File: src/rtl/sbm_pkg.sv
// Purpose: constants and types for the serial baud and shift-mode block
// Assumes: one cpu clock per machine state, six states per machine cycle
// Notes: register map is one aligned 32-bit word per register
package sbm_pkg;

  ////////////////////////////////////////////////////////////////////////////
  localparam logic [7:0] SBM_OFS_CTRL   = 8'h00;
  localparam logic [7:0] SBM_OFS_BUF    = 8'h04;
  localparam logic [7:0] SBM_OFS_PWR    = 8'h08;
  localparam logic [7:0] SBM_OFS_TIMER_MODE_REG   = 8'h0c;
  localparam logic [7:0] SBM_OFS_RELOAD = 8'h10;
  localparam logic [7:0] SBM_OFS_STATUS = 8'h14;

  // serial control bit positions
  localparam int SBM_CTRL_MODE_HI = 7;
  localparam int SBM_CTRL_MODE_LO = 6;
  localparam int SBM_CTRL_REN     = 4;
  localparam int SBM_CTRL_TI      = 1;
  localparam int SBM_CTRL_RI      = 0;
  // power control: baud double bit
  localparam int SBM_PWR_DBL      = 7;
  // timer mode upper nibble fields
  localparam int SBM_TIMER_MODE_REG_CT      = 6;
  localparam int SBM_TIMER_MODE_REG_M1      = 5;
  localparam int SBM_TIMER_MODE_REG_M0      = 4;

  localparam logic [7:0] SBM_CTRL_RST = 8'h00;
  localparam logic [7:0] SBM_PWR_RST  = 8'h00;
  localparam logic [7:0] SBM_TIMER_MODE_REG_RST = 8'h00;

  // machine cycle: states s1..s6 coded 0..5
  localparam logic [2:0] SBM_S1 = 3'h0;
  localparam logic [2:0] SBM_S3 = 3'h2;
  localparam logic [2:0] SBM_S5 = 3'h4;
  localparam logic [2:0] SBM_S6 = 3'h5;

  localparam logic [8:0] SBM_TX_MARK   = 9'h100;
  localparam logic [7:0] SBM_TX_LAST   = 8'h01;
  localparam logic [7:0] SBM_RX_INIT   = 8'hfe;
  localparam logic [4:0] SBM_BD_LAST32 = 5'h1f;
  localparam logic [3:0] SBM_BD_LAST16 = 4'hf;

  ////////////////////////////////////////////////////////////////////////////
  typedef enum logic [1:0] {
    SBM_SMODE_SHIFT = 2'b00,
    SBM_SMODE_ASY8  = 2'b01,
    SBM_SMODE_FIX9  = 2'b10,
    SBM_SMODE_VAR9  = 2'b11
  } sbm_smode_e;

  typedef enum logic [1:0] {
    SBM_TX_IDLE = 2'b00,
    SBM_TX_PEND = 2'b01,
    SBM_TX_ARM  = 2'b10,
    SBM_TX_SEND = 2'b11
  } sbm_tx_e;

  typedef enum logic [1:0] {
    SBM_RX_IDLE = 2'b00,
    SBM_RX_ARM  = 2'b01,
    SBM_RX_ACT  = 2'b10
  } sbm_rx_e;

  typedef struct packed {
    logic        psel;
    logic        penable;
    logic        pwrite;
    logic [7:0]  paddr;
    logic [31:0] pwdata;
  } sbm_apb_req_s;

  typedef struct packed {
    logic        pready;
    logic        pslverr;
    logic [31:0] prdata;
  } sbm_apb_rsp_s;

  typedef struct packed {
    logic [2:0]  phase;
    logic [7:0]  ctrl;
    logic [7:0]  pwr;
    logic [7:0]  timer_mode_reg;
    logic [7:0]  th;
    logic [7:0]  tl;
    logic [7:0]  rx_buf;
    logic [8:0]  tsr;
    logic [7:0]  rsr;
    logic        samp;
    sbm_tx_e     tx;
    sbm_rx_e     rx;
    logic [4:0]  bd;
    logic        bit_tick;
    logic        samp_tick;
    logic [1:0]  t1_sync;
    logic        t1_prev;
    logic [1:0]  din_sync;
    logic [31:0] prdata;
    logic        pslverr;
    logic        sclk;
    logic        dout;
    logic        doe_n;
  } sbm_state_s;

endpackage : sbm_pkg

File: src/rtl/sbm_top.sv
// Purpose: baud selection, timer 1 baud source and mode 0 shift engine
// Assumes: sys_clk is the cpu clock; apb slave with zero wait states
// Notes: async frame logic lives elsewhere and uses the tick outputs
//
// Decided for this implementation: register access over APB and the register addresses.
`timescale 1ns/1ps
module sbm_top (
  input  wire logic                 sys_clk,
  input  wire logic                 nrst,
  input  wire sbm_pkg::sbm_apb_req_s apb_req,
  output logic                      apb_pready,
  output logic                      apb_pslverr,
  output logic [31:0]               apb_prdata,
  input  wire logic                 timer_count_pin,
  input  wire logic                 shift_data_pin_in,
  output logic                      shift_data_pin_out,
  output logic                      shift_data_pin_oe_n,
  output logic                      shift_clock_pin,
  output logic                      baud_bit_tick,
  output logic                      baud_sample_tick,
  output logic [1:0]                serial_mode
);
  import sbm_pkg::*;

  ////////////////////////////////////////////////////////////////////////////
  // reset release
  logic [1:0] rst_sync_q;
  logic       rst_n;

  always_ff @(posedge sys_clk or negedge nrst) begin
    if (!nrst) begin
      rst_sync_q <= 2'h0;
    end else begin
      rst_sync_q <= {rst_sync_q[0], 1'b1};
    end
  end
  assign rst_n = rst_sync_q[1];

  ////////////////////////////////////////////////////////////////////////////
  sbm_state_s s_q;
  sbm_state_s s_d;

  logic        setup;
  logic        access;
  logic        wr;
  logic        ovf;
  logic        ev;
  logic        dbl;
  logic        cnt_en;
  logic [13:0] t13;
  logic [16:0] t16;
  logic [1:0]  mode;
  logic [7:0]  rd;
  logic        hit;
  logic [7:0]  rx_word;

  // first bit in ends at the top, so reverse for lsb first
  for (genvar gi = 0; gi < 8; gi++) begin : g_rx_rev
    if (gi == 7) begin : g_last
      assign rx_word[gi] = s_q.samp;
    end else begin : g_mid
      assign rx_word[gi] = s_q.rsr[6 - gi];
    end
  end

  always_comb begin
    s_d      = s_q;
    ovf      = 1'b0;
    ev       = 1'b0;
    t13      = 14'h0;
    t16      = 17'h0;
    rd       = 8'h00;
    hit      = 1'b1;
    setup    = apb_req.psel & ~apb_req.penable;
    access   = apb_req.psel & apb_req.penable;
    wr       = access & apb_req.pwrite;
    mode     = {s_q.ctrl[SBM_CTRL_MODE_HI], s_q.ctrl[SBM_CTRL_MODE_LO]};
    dbl      = s_q.pwr[SBM_PWR_DBL];

    // machine cycle sequencer, six cpu clocks per cycle
    s_d.phase = (s_q.phase == SBM_S6) ? SBM_S1 : 3'(s_q.phase + 3'h1);

    // pin synchronisers
    s_d.t1_sync  = {s_q.t1_sync[0], timer_count_pin};
    s_d.din_sync = {s_q.din_sync[0], shift_data_pin_in};
    s_d.t1_prev  = s_q.t1_sync[1];

    //////////////////////////////////////////////////////////////////////////
    // timer 1: counts machine cycles or pin edges in modes 0 to 2, holds in mode 3
    cnt_en = s_q.timer_mode_reg[SBM_TIMER_MODE_REG_CT] ? (s_q.t1_sync[1] & ~s_q.t1_prev)
                                   : (s_q.phase == SBM_S6);
    if (cnt_en) begin
      case ({s_q.timer_mode_reg[SBM_TIMER_MODE_REG_M1], s_q.timer_mode_reg[SBM_TIMER_MODE_REG_M0]})
        2'b00: begin
          t13      = {1'b0, s_q.th, s_q.tl[4:0]} + 14'h1;
          s_d.th   = t13[12:5];
          s_d.tl   = {s_q.tl[7:5], t13[4:0]};
          ovf      = t13[13];
        end
        2'b01: begin
          t16      = {1'b0, s_q.th, s_q.tl} + 17'h1;
          s_d.th   = t16[15:8];
          s_d.tl   = t16[7:0];
          ovf      = t16[16];
        end
        2'b10: begin
          // auto-reload: period is 256 - reload counts (machine cycles, or pin edges when CT is set)
          if (s_q.tl == 8'hff) begin
            s_d.tl = s_q.th;
            ovf    = 1'b1;
          end else begin
            s_d.tl = 8'(s_q.tl + 8'h1);
          end
        end
        default: begin
          ovf = 1'b0;
        end
      endcase
    end

    //////////////////////////////////////////////////////////////////////////
    // baud divider; 16x ticks feed the async frame logic
    case (mode)
      SBM_SMODE_FIX9: ev = 1'b1;
      SBM_SMODE_ASY8: ev = ovf;
      SBM_SMODE_VAR9: ev = ovf;
      default:        ev = 1'b0;
    endcase
    s_d.bd        = ev ? 5'(s_q.bd + 5'h1) : s_q.bd;
    s_d.samp_tick = ev & (dbl | s_q.bd[0]);
    s_d.bit_tick  = ev & (dbl ? (s_q.bd[3:0] == SBM_BD_LAST16)
                              : (s_q.bd == SBM_BD_LAST32));

    //////////////////////////////////////////////////////////////////////////
    // apb read data and error, captured in the setup cycle
    case (apb_req.paddr)
      SBM_OFS_CTRL:   rd = s_q.ctrl;
      SBM_OFS_BUF:    rd = s_q.rx_buf;
      SBM_OFS_PWR:    rd = s_q.pwr;
      SBM_OFS_TIMER_MODE_REG:   rd = s_q.timer_mode_reg;
      SBM_OFS_RELOAD: rd = s_q.th;
      SBM_OFS_STATUS: rd = {4'h0, (s_q.rx == SBM_RX_ACT),
                            (s_q.tx == SBM_TX_SEND), mode};
      default: begin
        rd  = 8'h00;
        hit = 1'b0;
      end
    endcase
    if (setup) begin
      s_d.prdata  = {24'h0, rd};
      s_d.pslverr = ~hit;
    end

    // software writes; hardware sets below win over a clear
    if (wr) begin
      case (apb_req.paddr)
        SBM_OFS_CTRL:   s_d.ctrl = apb_req.pwdata[7:0];
        SBM_OFS_PWR:    s_d.pwr  = apb_req.pwdata[7:0];
        SBM_OFS_TIMER_MODE_REG:   s_d.timer_mode_reg = apb_req.pwdata[7:0];
        SBM_OFS_RELOAD: s_d.th   = apb_req.pwdata[7:0];
        SBM_OFS_BUF: begin
          if (mode == SBM_SMODE_SHIFT) begin
            s_d.tsr = SBM_TX_MARK | {1'b0, apb_req.pwdata[7:0]};
            s_d.tx  = SBM_TX_PEND;
          end
        end
        default: begin
          s_d.ctrl = s_d.ctrl;
        end
      endcase
    end

    //////////////////////////////////////////////////////////////////////////
    // mode 0 transmit: the write counts as made at state 6 phase 2
    if (s_q.phase == SBM_S6) begin
      case (s_q.tx)
        SBM_TX_PEND: if (s_d.tx == SBM_TX_PEND) s_d.tx = SBM_TX_ARM;
        SBM_TX_ARM:  if (s_d.tx == SBM_TX_ARM) s_d.tx = SBM_TX_SEND;
        SBM_TX_SEND: begin
          if (s_d.tx == SBM_TX_SEND) begin
            s_d.tsr = {1'b0, s_q.tsr[8:1]};
            if (s_q.tsr[8:1] == SBM_TX_LAST) begin
              s_d.tx               = SBM_TX_IDLE;
              s_d.ctrl[SBM_CTRL_TI] = 1'b1;
            end
          end
        end
        default: s_d.tx = s_d.tx;
      endcase
    end

    //////////////////////////////////////////////////////////////////////////
    // mode 0 receive
    case (s_q.rx)
      SBM_RX_IDLE: begin
        if (s_q.phase == SBM_S6 && mode == SBM_SMODE_SHIFT &&
            s_q.ctrl[SBM_CTRL_REN] && !s_q.ctrl[SBM_CTRL_RI]) begin
          s_d.rx = SBM_RX_ARM;
        end
      end
      SBM_RX_ARM: begin
        if (s_q.phase == SBM_S6) begin
          s_d.rsr = SBM_RX_INIT;
          s_d.rx  = SBM_RX_ACT;
        end
      end
      SBM_RX_ACT: begin
        if (s_q.phase == SBM_S5) begin
          s_d.samp = s_q.din_sync[1];
        end
        if (s_q.phase == SBM_S6) begin
          s_d.rsr = {s_q.rsr[6:0], s_q.samp};
          if (!s_q.rsr[7]) begin
            s_d.rx_buf            = rx_word;
            s_d.ctrl[SBM_CTRL_RI] = 1'b1;
            s_d.rx                = SBM_RX_IDLE;
          end
        end
      end
      default: s_d.rx = SBM_RX_IDLE;
    endcase

    //////////////////////////////////////////////////////////////////////////
    // pins, registered from next state so they align with the phase
    if (s_d.tx == SBM_TX_SEND || s_d.rx == SBM_RX_ACT) begin
      s_d.sclk = !(s_d.phase >= SBM_S3 && s_d.phase <= SBM_S5);
    end else begin
      s_d.sclk = 1'b1;
    end
    s_d.dout  = (s_d.tx == SBM_TX_SEND) ? s_d.tsr[0] : 1'b1;
    s_d.doe_n = (s_d.tx != SBM_TX_SEND);
  end

  ////////////////////////////////////////////////////////////////////////////
  always_ff @(posedge sys_clk or negedge rst_n) begin
    if (!rst_n) begin
      s_q       <= '0;
      s_q.ctrl  <= SBM_CTRL_RST;
      s_q.pwr   <= SBM_PWR_RST;
      s_q.timer_mode_reg  <= SBM_TIMER_MODE_REG_RST;
      s_q.tx    <= SBM_TX_IDLE;
      s_q.rx    <= SBM_RX_IDLE;
      s_q.sclk  <= 1'b1;
      s_q.dout  <= 1'b1;
      s_q.doe_n <= 1'b1;
    end else begin
      s_q <= s_d;
    end
  end

  ////////////////////////////////////////////////////////////////////////////
  assign apb_pready          = 1'b1;
  assign apb_pslverr         = s_q.pslverr;
  assign apb_prdata          = s_q.prdata;
  assign shift_data_pin_out  = s_q.dout;
  assign shift_data_pin_oe_n = s_q.doe_n;
  assign shift_clock_pin     = s_q.sclk;
  assign baud_bit_tick       = s_q.bit_tick;
  assign baud_sample_tick    = s_q.samp_tick;
  assign serial_mode         = {s_q.ctrl[SBM_CTRL_MODE_HI], s_q.ctrl[SBM_CTRL_MODE_LO]};

endmodule : sbm_top

File: config.mk
export PLATFORM = sky130hd
export DESIGN_NAME = sbm_top
export DESIGN_NICKNAME = d
export VERILOG_FILES = /design/src/rtl/sbm_pkg.sv /design/src/rtl/sbm_top.sv
export SDC_FILE = /design/constraint.sdc
export NUM_CORES = 1
export LEC_CHECK = 0
export ABC_AREA = 1
export ABC_CLOCK_PERIOD_IN_PS = 7100
export BUFFER_PORTS_ARGS = -buffer_cell sky130_fd_sc_hd__buf_2
export CAP_MARGIN = 10
export CORE_MARGIN = 2
export CORE_UTILIZATION = 55
export DETAILED_ROUTE_END_ITERATION = 7
export GPL_TIMING_DRIVEN = 0
export PLACE_DENSITY = 0.78
export SYNTH_ARGS = -nofsm -noshare
export SYNTH_HDL_FRONTEND = slang
export SYNTH_SLANG_ARGS = --single-unit
File: constraint.sdc
create_clock -name sys_clk -period 7.1 [get_ports sys_clk]
set_input_delay 1.42 -clock sys_clk [delete_from_list [all_inputs] [get_ports sys_clk]]
set_output_delay 1.42 -clock sys_clk [all_outputs]
set_load 0.01 [all_outputs]
== After elaboration in Yosys (flattened, before gate mapping) ==
Index checks and enable logic that the tools add are counted.

* Bits in registers: 99
* Input port bits: 47

* Add/subtract/negate cells: 5
* $lt $le $gt $ge: 2
* Equality and inequality tests: 29
* Multiplexer cells: 50
* Bitwise operators: 12
* Reductions and logical operators: 24

{| class="wikitable"
|+ Operator list
! cell !! count
|-
| 9-bit 2-to-1 mux || 6
|-
| 8-bit 2-to-1 mux || 6
|-
| 8-bit case mux with 6 select lines || 1
|-
| 8-bit case mux with 2 select lines || 2
|-
| 2-bit 2-to-1 mux || 13
|-
| 26-bit 2-to-1 mux || 1
|-
| 8-bit case mux with 3 select lines || 1
|-
| 2-bit equality test (second input constant) || 10
|-
| 16-bit by 1-bit adder with 17-bit output (second input constant) || 1
|-
| 8-bit by 4-bit equality test with 1-bit output (second input constant) || 2
|-
| 8-bit by 5-bit equality test with 1-bit output (second input constant) || 2
|-
| 16-bit 2-to-1 mux || 1
|-
| 13-bit by 1-bit adder with 14-bit output (second input constant) || 1
|-
| 1-bit 2-to-1 mux || 14
|-
| 2-bit case mux with 3 select lines || 2
|-
| 2-bit by 1-bit equality test with 1-bit output (second input constant) || 5
|-
| 2-bit AND reduction || 5
|-
| 3-bit AND reduction || 3
|-
| 8-bit by 1-bit adder with 8-bit output (second input constant) || 1
|-
| 8-bit by 1-bit equality test with 1-bit output (second input constant) || 1
|-
| 8-bit by 3-bit equality test with 1-bit output (second input constant) || 1
|-
| 8-bit equality test (second input constant) || 1
|-
| 8-bit logical NOT || 1
|-
| 1-bit AND || 6
|-
| 21 further kinds || 35
|}

== Depth between registers and ports, before layout ==
* Word-level depth: 11
* Mapped depth: 12
* Depth with buffers taken out: 12

== Worst setup path before layout ==
Ideal clock, no wire load.

* Kind: input -> register
* From: in apb_req[33] in the netlist's numbering
* To: reg s_q[107] in the netlist's numbering
* Setup time: 0.119 ns
* Arrival time: 2.323 ns
* Required time: 6.981 ns
* Path slack: 4.658 ns
* Cell stages on the path: 7
* Cell sequence: nor2_4 inv_2 nor3_4 nand3_4 buf_6 nand2_1 o21ai_2

* Cells in the longest elaborated chain, start to end: 2

{| class="wikitable"
|+ Ends and longest elaborated chain
! what !! RTL line !! source
|-
| start, declared || sbm_top.sv:10 || <nowiki>input wire sbm_pkg::sbm_apb_req_s apb_req,</nowiki>
|-
| 8-bit by 4-bit equality test with 1-bit output || sbm_top.sv:156 || <nowiki>case (apb_req.paddr)</nowiki>
|-
| 2-bit AND reduction (no source line) || - ||
|-
| end, declared || sbm_top.sv:40 || <nowiki>sbm_state_s s_q;</nowiki>
|}

No other way between the ends.
A chain may end at the register's enable or synchronous reset.

== Worst setup path in the final report ==
* From: reg s_q, in the netlist serial_mode[0]
* To: out serial_mode[0]

{| class="wikitable"
|+ RTL lines
! what !! RTL line !! source
|-
| end, declared || sbm_top.sv:21 || <nowiki>output logic [1:0] serial_mode</nowiki>
|}

No word-level cell between the ends.

==> impl_results.md <==
- Synth Area in Compound Gates: 0.1243
- Die Span X: around 110 µm
- Num CTS Buffers: 9
- Antenna violations before repair: 0
- Final #Nets: ~850
- Hold Crit Class: reg2async
- Worst slew pin tran: about 0.63 ns
- Slowest CP cell: dfrtp_1
- Power Density: roughly 210 nW/µm²
- WP data required: 5.68 ns
- Post-cts repair resize count: 0
- Post-synthesis mux area share: 0
- Buffers on Ports: 38
- Hold Violations, Final: 0
- Mapped Cells: slightly above 700
- Mapped Avg Cell Area: around 7.9 µm²
- Max-Cap Viols: 0
- Starting density of the core: 0.5619
- NetSw: about 430 µW
- Worst slack at placement: between 4 and 5 ns
- CP Capture Type: output port
- Routability cong.: between 0.9 and 1
- RSZ-0062 raised after global routing: false
- Synth top cells by count: nand2_1 (166), dfrtp_1 (96), inv_1 (78)
- DRC violations left: 0
- FILL cells: around 920
- Pins over their slew limit: 0
- Sequential power share: 0.506
- Area grow syn2layout: 12.14%
- I/O Pins: between 80 and 90
- Setup Viol. Count Final: 0
- Status: finished, final reports clean
- WL/cell: 14.17 µm
- DRT Pass-1 Iters: 5
- Die height: roughly 110 µm
- Routed wire length: 13,340 µm
- GRT Util Overall: 0.2457
- Clk_skew: about 0.015 ns
- Max incr delay on CP: ~0.56 ns
- Post-synthesis sequential area ratio: 0.4316
- Final worst-path setup slack: 4.464 ns
- Predominant post-synthesis flop cell: dfrtp_1
- Antenna-violating nets left: 0
- CTS max path bufs: 2
- Ant diodes: 0
- CTS root buf: clkbuf_8
- Rows: 37
- Reg clk slew, reported paths: ~0.10 ns
- Postcts setup bufs: 0
- Startpoint Class: flop
- Post-Synth Adder-Cell Area: 0.01523
- Final min period: 2.636 ns
- Fmax: roughly 0.38 GHz
- Cell with the most instances after synthesis: nand2_1
- TNS Setup: 0 ns
- Total gr overflow: 0
- Top-area cell type share of the netlist area: 0.4178
- Max-slew headroom: 0.5808
- Final period utilization: 0.3713
- Core ar.: 10,230 µm²
- Main combinational cell family by area after synthesis: simple AND/OR/NAND/NOR gates
- Async SR Flop Fraction: 1.000
- Via-to-Cell Ratio: approximately 5.2
- Crit-path cells: buf_4 > buf_2
- Clk pwr share: 0.298
- Yosys reg bits: 99
- Die area: approximately 11,000 µm²
- Post-CTS Hold Buffers: 0
- Detail Placement HPWL: just over 10,000 µm
- Global-route wire length before repair: approximately 22,000 µm
- Kind of critical path: reg2out
- Leakage power total: ~0.0033 µW
- Post-synth EDFFs: 0
- Layout cells sized above 1: 0.2174
- Xor-xnor portion of the synthesized cell area: 0.006094
- Clock Latency Late Sink: between 0.3 and 0.4 ns
- Number of global-route vias before repair: 4,318
- Overall power: 1357 µW
- Crit path max fanout: 6
- Internal power: roughly 930 µW
- CTS tree: yes
- Yosys Warn Count: 0
- # clock sinks: just under 100
- Synth Area in Simple Gates: 0.2986
- Switching part of the total power: 0.3142
- Largest net degree at the start of global routing: between 50 and 60
- Synth area leader: dfrtp_1
- Library cells used by synthesis: 40
- Synthesized area: approximately 5700 µm²
- Worst Path Arrival: 1.22 ns
- Initial drt markers: roughly 380
- Comb pwr share: 0.197
- Largest cells by area after synthesis: dfrtp_1 (42%), nand2_1 (11%), nand3_1 (6.2%)
- H-tree depth: 3
- Routed via count: roughly 5,000
- Worst VDD drop: between 150 and 200 µV
==> cell usage in the layout (no fill, tap or decap), types with 3 or more instances in the layout <==
master,Yosys,final
nor2_4,10,10
nand2_2,10,10
nand3b_1,3,3
o21ai_2,18,18
o21ai_1,8,8
ha_1,7,7
clkbuf_8,0,9
nand3_2,4,4
o211ai_1,5,5
nand2_1,166,166
inv_2,10,10
o21ai_0,41,41
nor2_2,6,6
nor2_1,68,68
buf_2,1,39
buf_4,37,37
buf_6,5,5
dfstp_2,3,3
dfrtp_1,96,95
clkbuf_1,2,4
conb_1,2,26
a31oi_1,3,3
nand2_4,7,7
a22oi_1,10,10
nand4_1,8,8
a21oi_1,29,29
inv_1,78,78
nand3_1,71,71
==> layer usage <==
layer	wire length (µm)	up-vias	global-route usage
met5	0	-	0
met2	6026	159	0.3846
met4	176	0	0.06485
met1	6371	2312	0.3615
met3	765	18	0.03311
li1	-	2429	-
==> cell families (layout without fill, tap and decap cells) <==
group | Yosys count | after routing
XOR/XNOR | 4 | 4
flip-flops | 99 | 99
AND/OR/NAND/NOR | 359 | 359
buffers and inverters | 137 | 192
other | 2 | 26
adder cells (fa/ha/maj) | 7 | 7
AO/OA/AOI/OAI | 118 | 118
==> power by group through the flow <==
| stage | registers, µW | logic [µW] | clock network (µW) |
|---|---|---|---|
| after CTS | 686 | 266 | 411 |
| final | 687 | 267 | 404 |
| after global routing | 697 | 304 | 433 |
| after detailed placement | 696 | 265 | 0 |
| after floorplan | 687 | 196 | 0 |
| after global placement | 698 | 245 | 0 |
==> flip-flops by register name (all words and copies together), names as in the netlist, 2 cells and up <==
signal,count
apb_prdata,8
rst_sync_q,2
rx_word,8
s_d,3
s_q,69
serial_mode,2
==> per-stage QoR <==
| stage | instances | hold WS [ns] | utilization | area (µm²) |
|---|---|---|---|---|
| after floorplan | 750 | 0.3312 | - | 5839 |
| after global placement | 924 | 0.3316 | 0.6060 | 6200 |
| after detailed placement | 925 | 0.3371 | 0.6090 | 6231 |
| after CTS | 941 | 0.3605 | 0.6302 | 6447 |
| after global routing | 941 | 0.3756 | 0.6302 | 6447 |
| final | 941 | 0.3561 | 0.6302 | 6447 |
==> worst max-delay path: cells and delay by family, from the launching register on <==
kind | cells | cell delay [ns]
flip-flops | 1 | 0.56
buffers and inverters | 2 | 0.28
==> worst paths after layout <==
check                                from              to  slack [ns]  cells after the start
max                        serial_mode[0]  serial_mode[0]        4.46                      2
min reg2reg                 rst_sync_q[1]        s_q[112]        0.36                      0
min                         rst_sync_q[1]        s_q[112]        0.36                      0
max in group asynchronous   rst_sync_q[1]         s_q[94]        6.08                      1
max reg2reg                       s_q[99]         s_q[82]        5.14                      9
min in group sys_clk              s_d[40]         s_d[38]        0.36                      0
==> layout make-up <==
class | instances | area [µm²] | share of cell area
clock buffer | 11 | 131.4 | 0.02038
inverter | 90 | 340.3 | 0.05278
timing repair buffer | 39 | 217.7 | 0.03377
multi-input combinational | 514 | 2651 | 0.4112
clock inverter | 5 | 85.08 | 0.01320
tap | 136 | 170.2 | 0.02639
sequential | 99 | 2485 | 0.3854
buffer | 47 | 366.6 | 0.05686
Power figures use the tool's default switching activity.
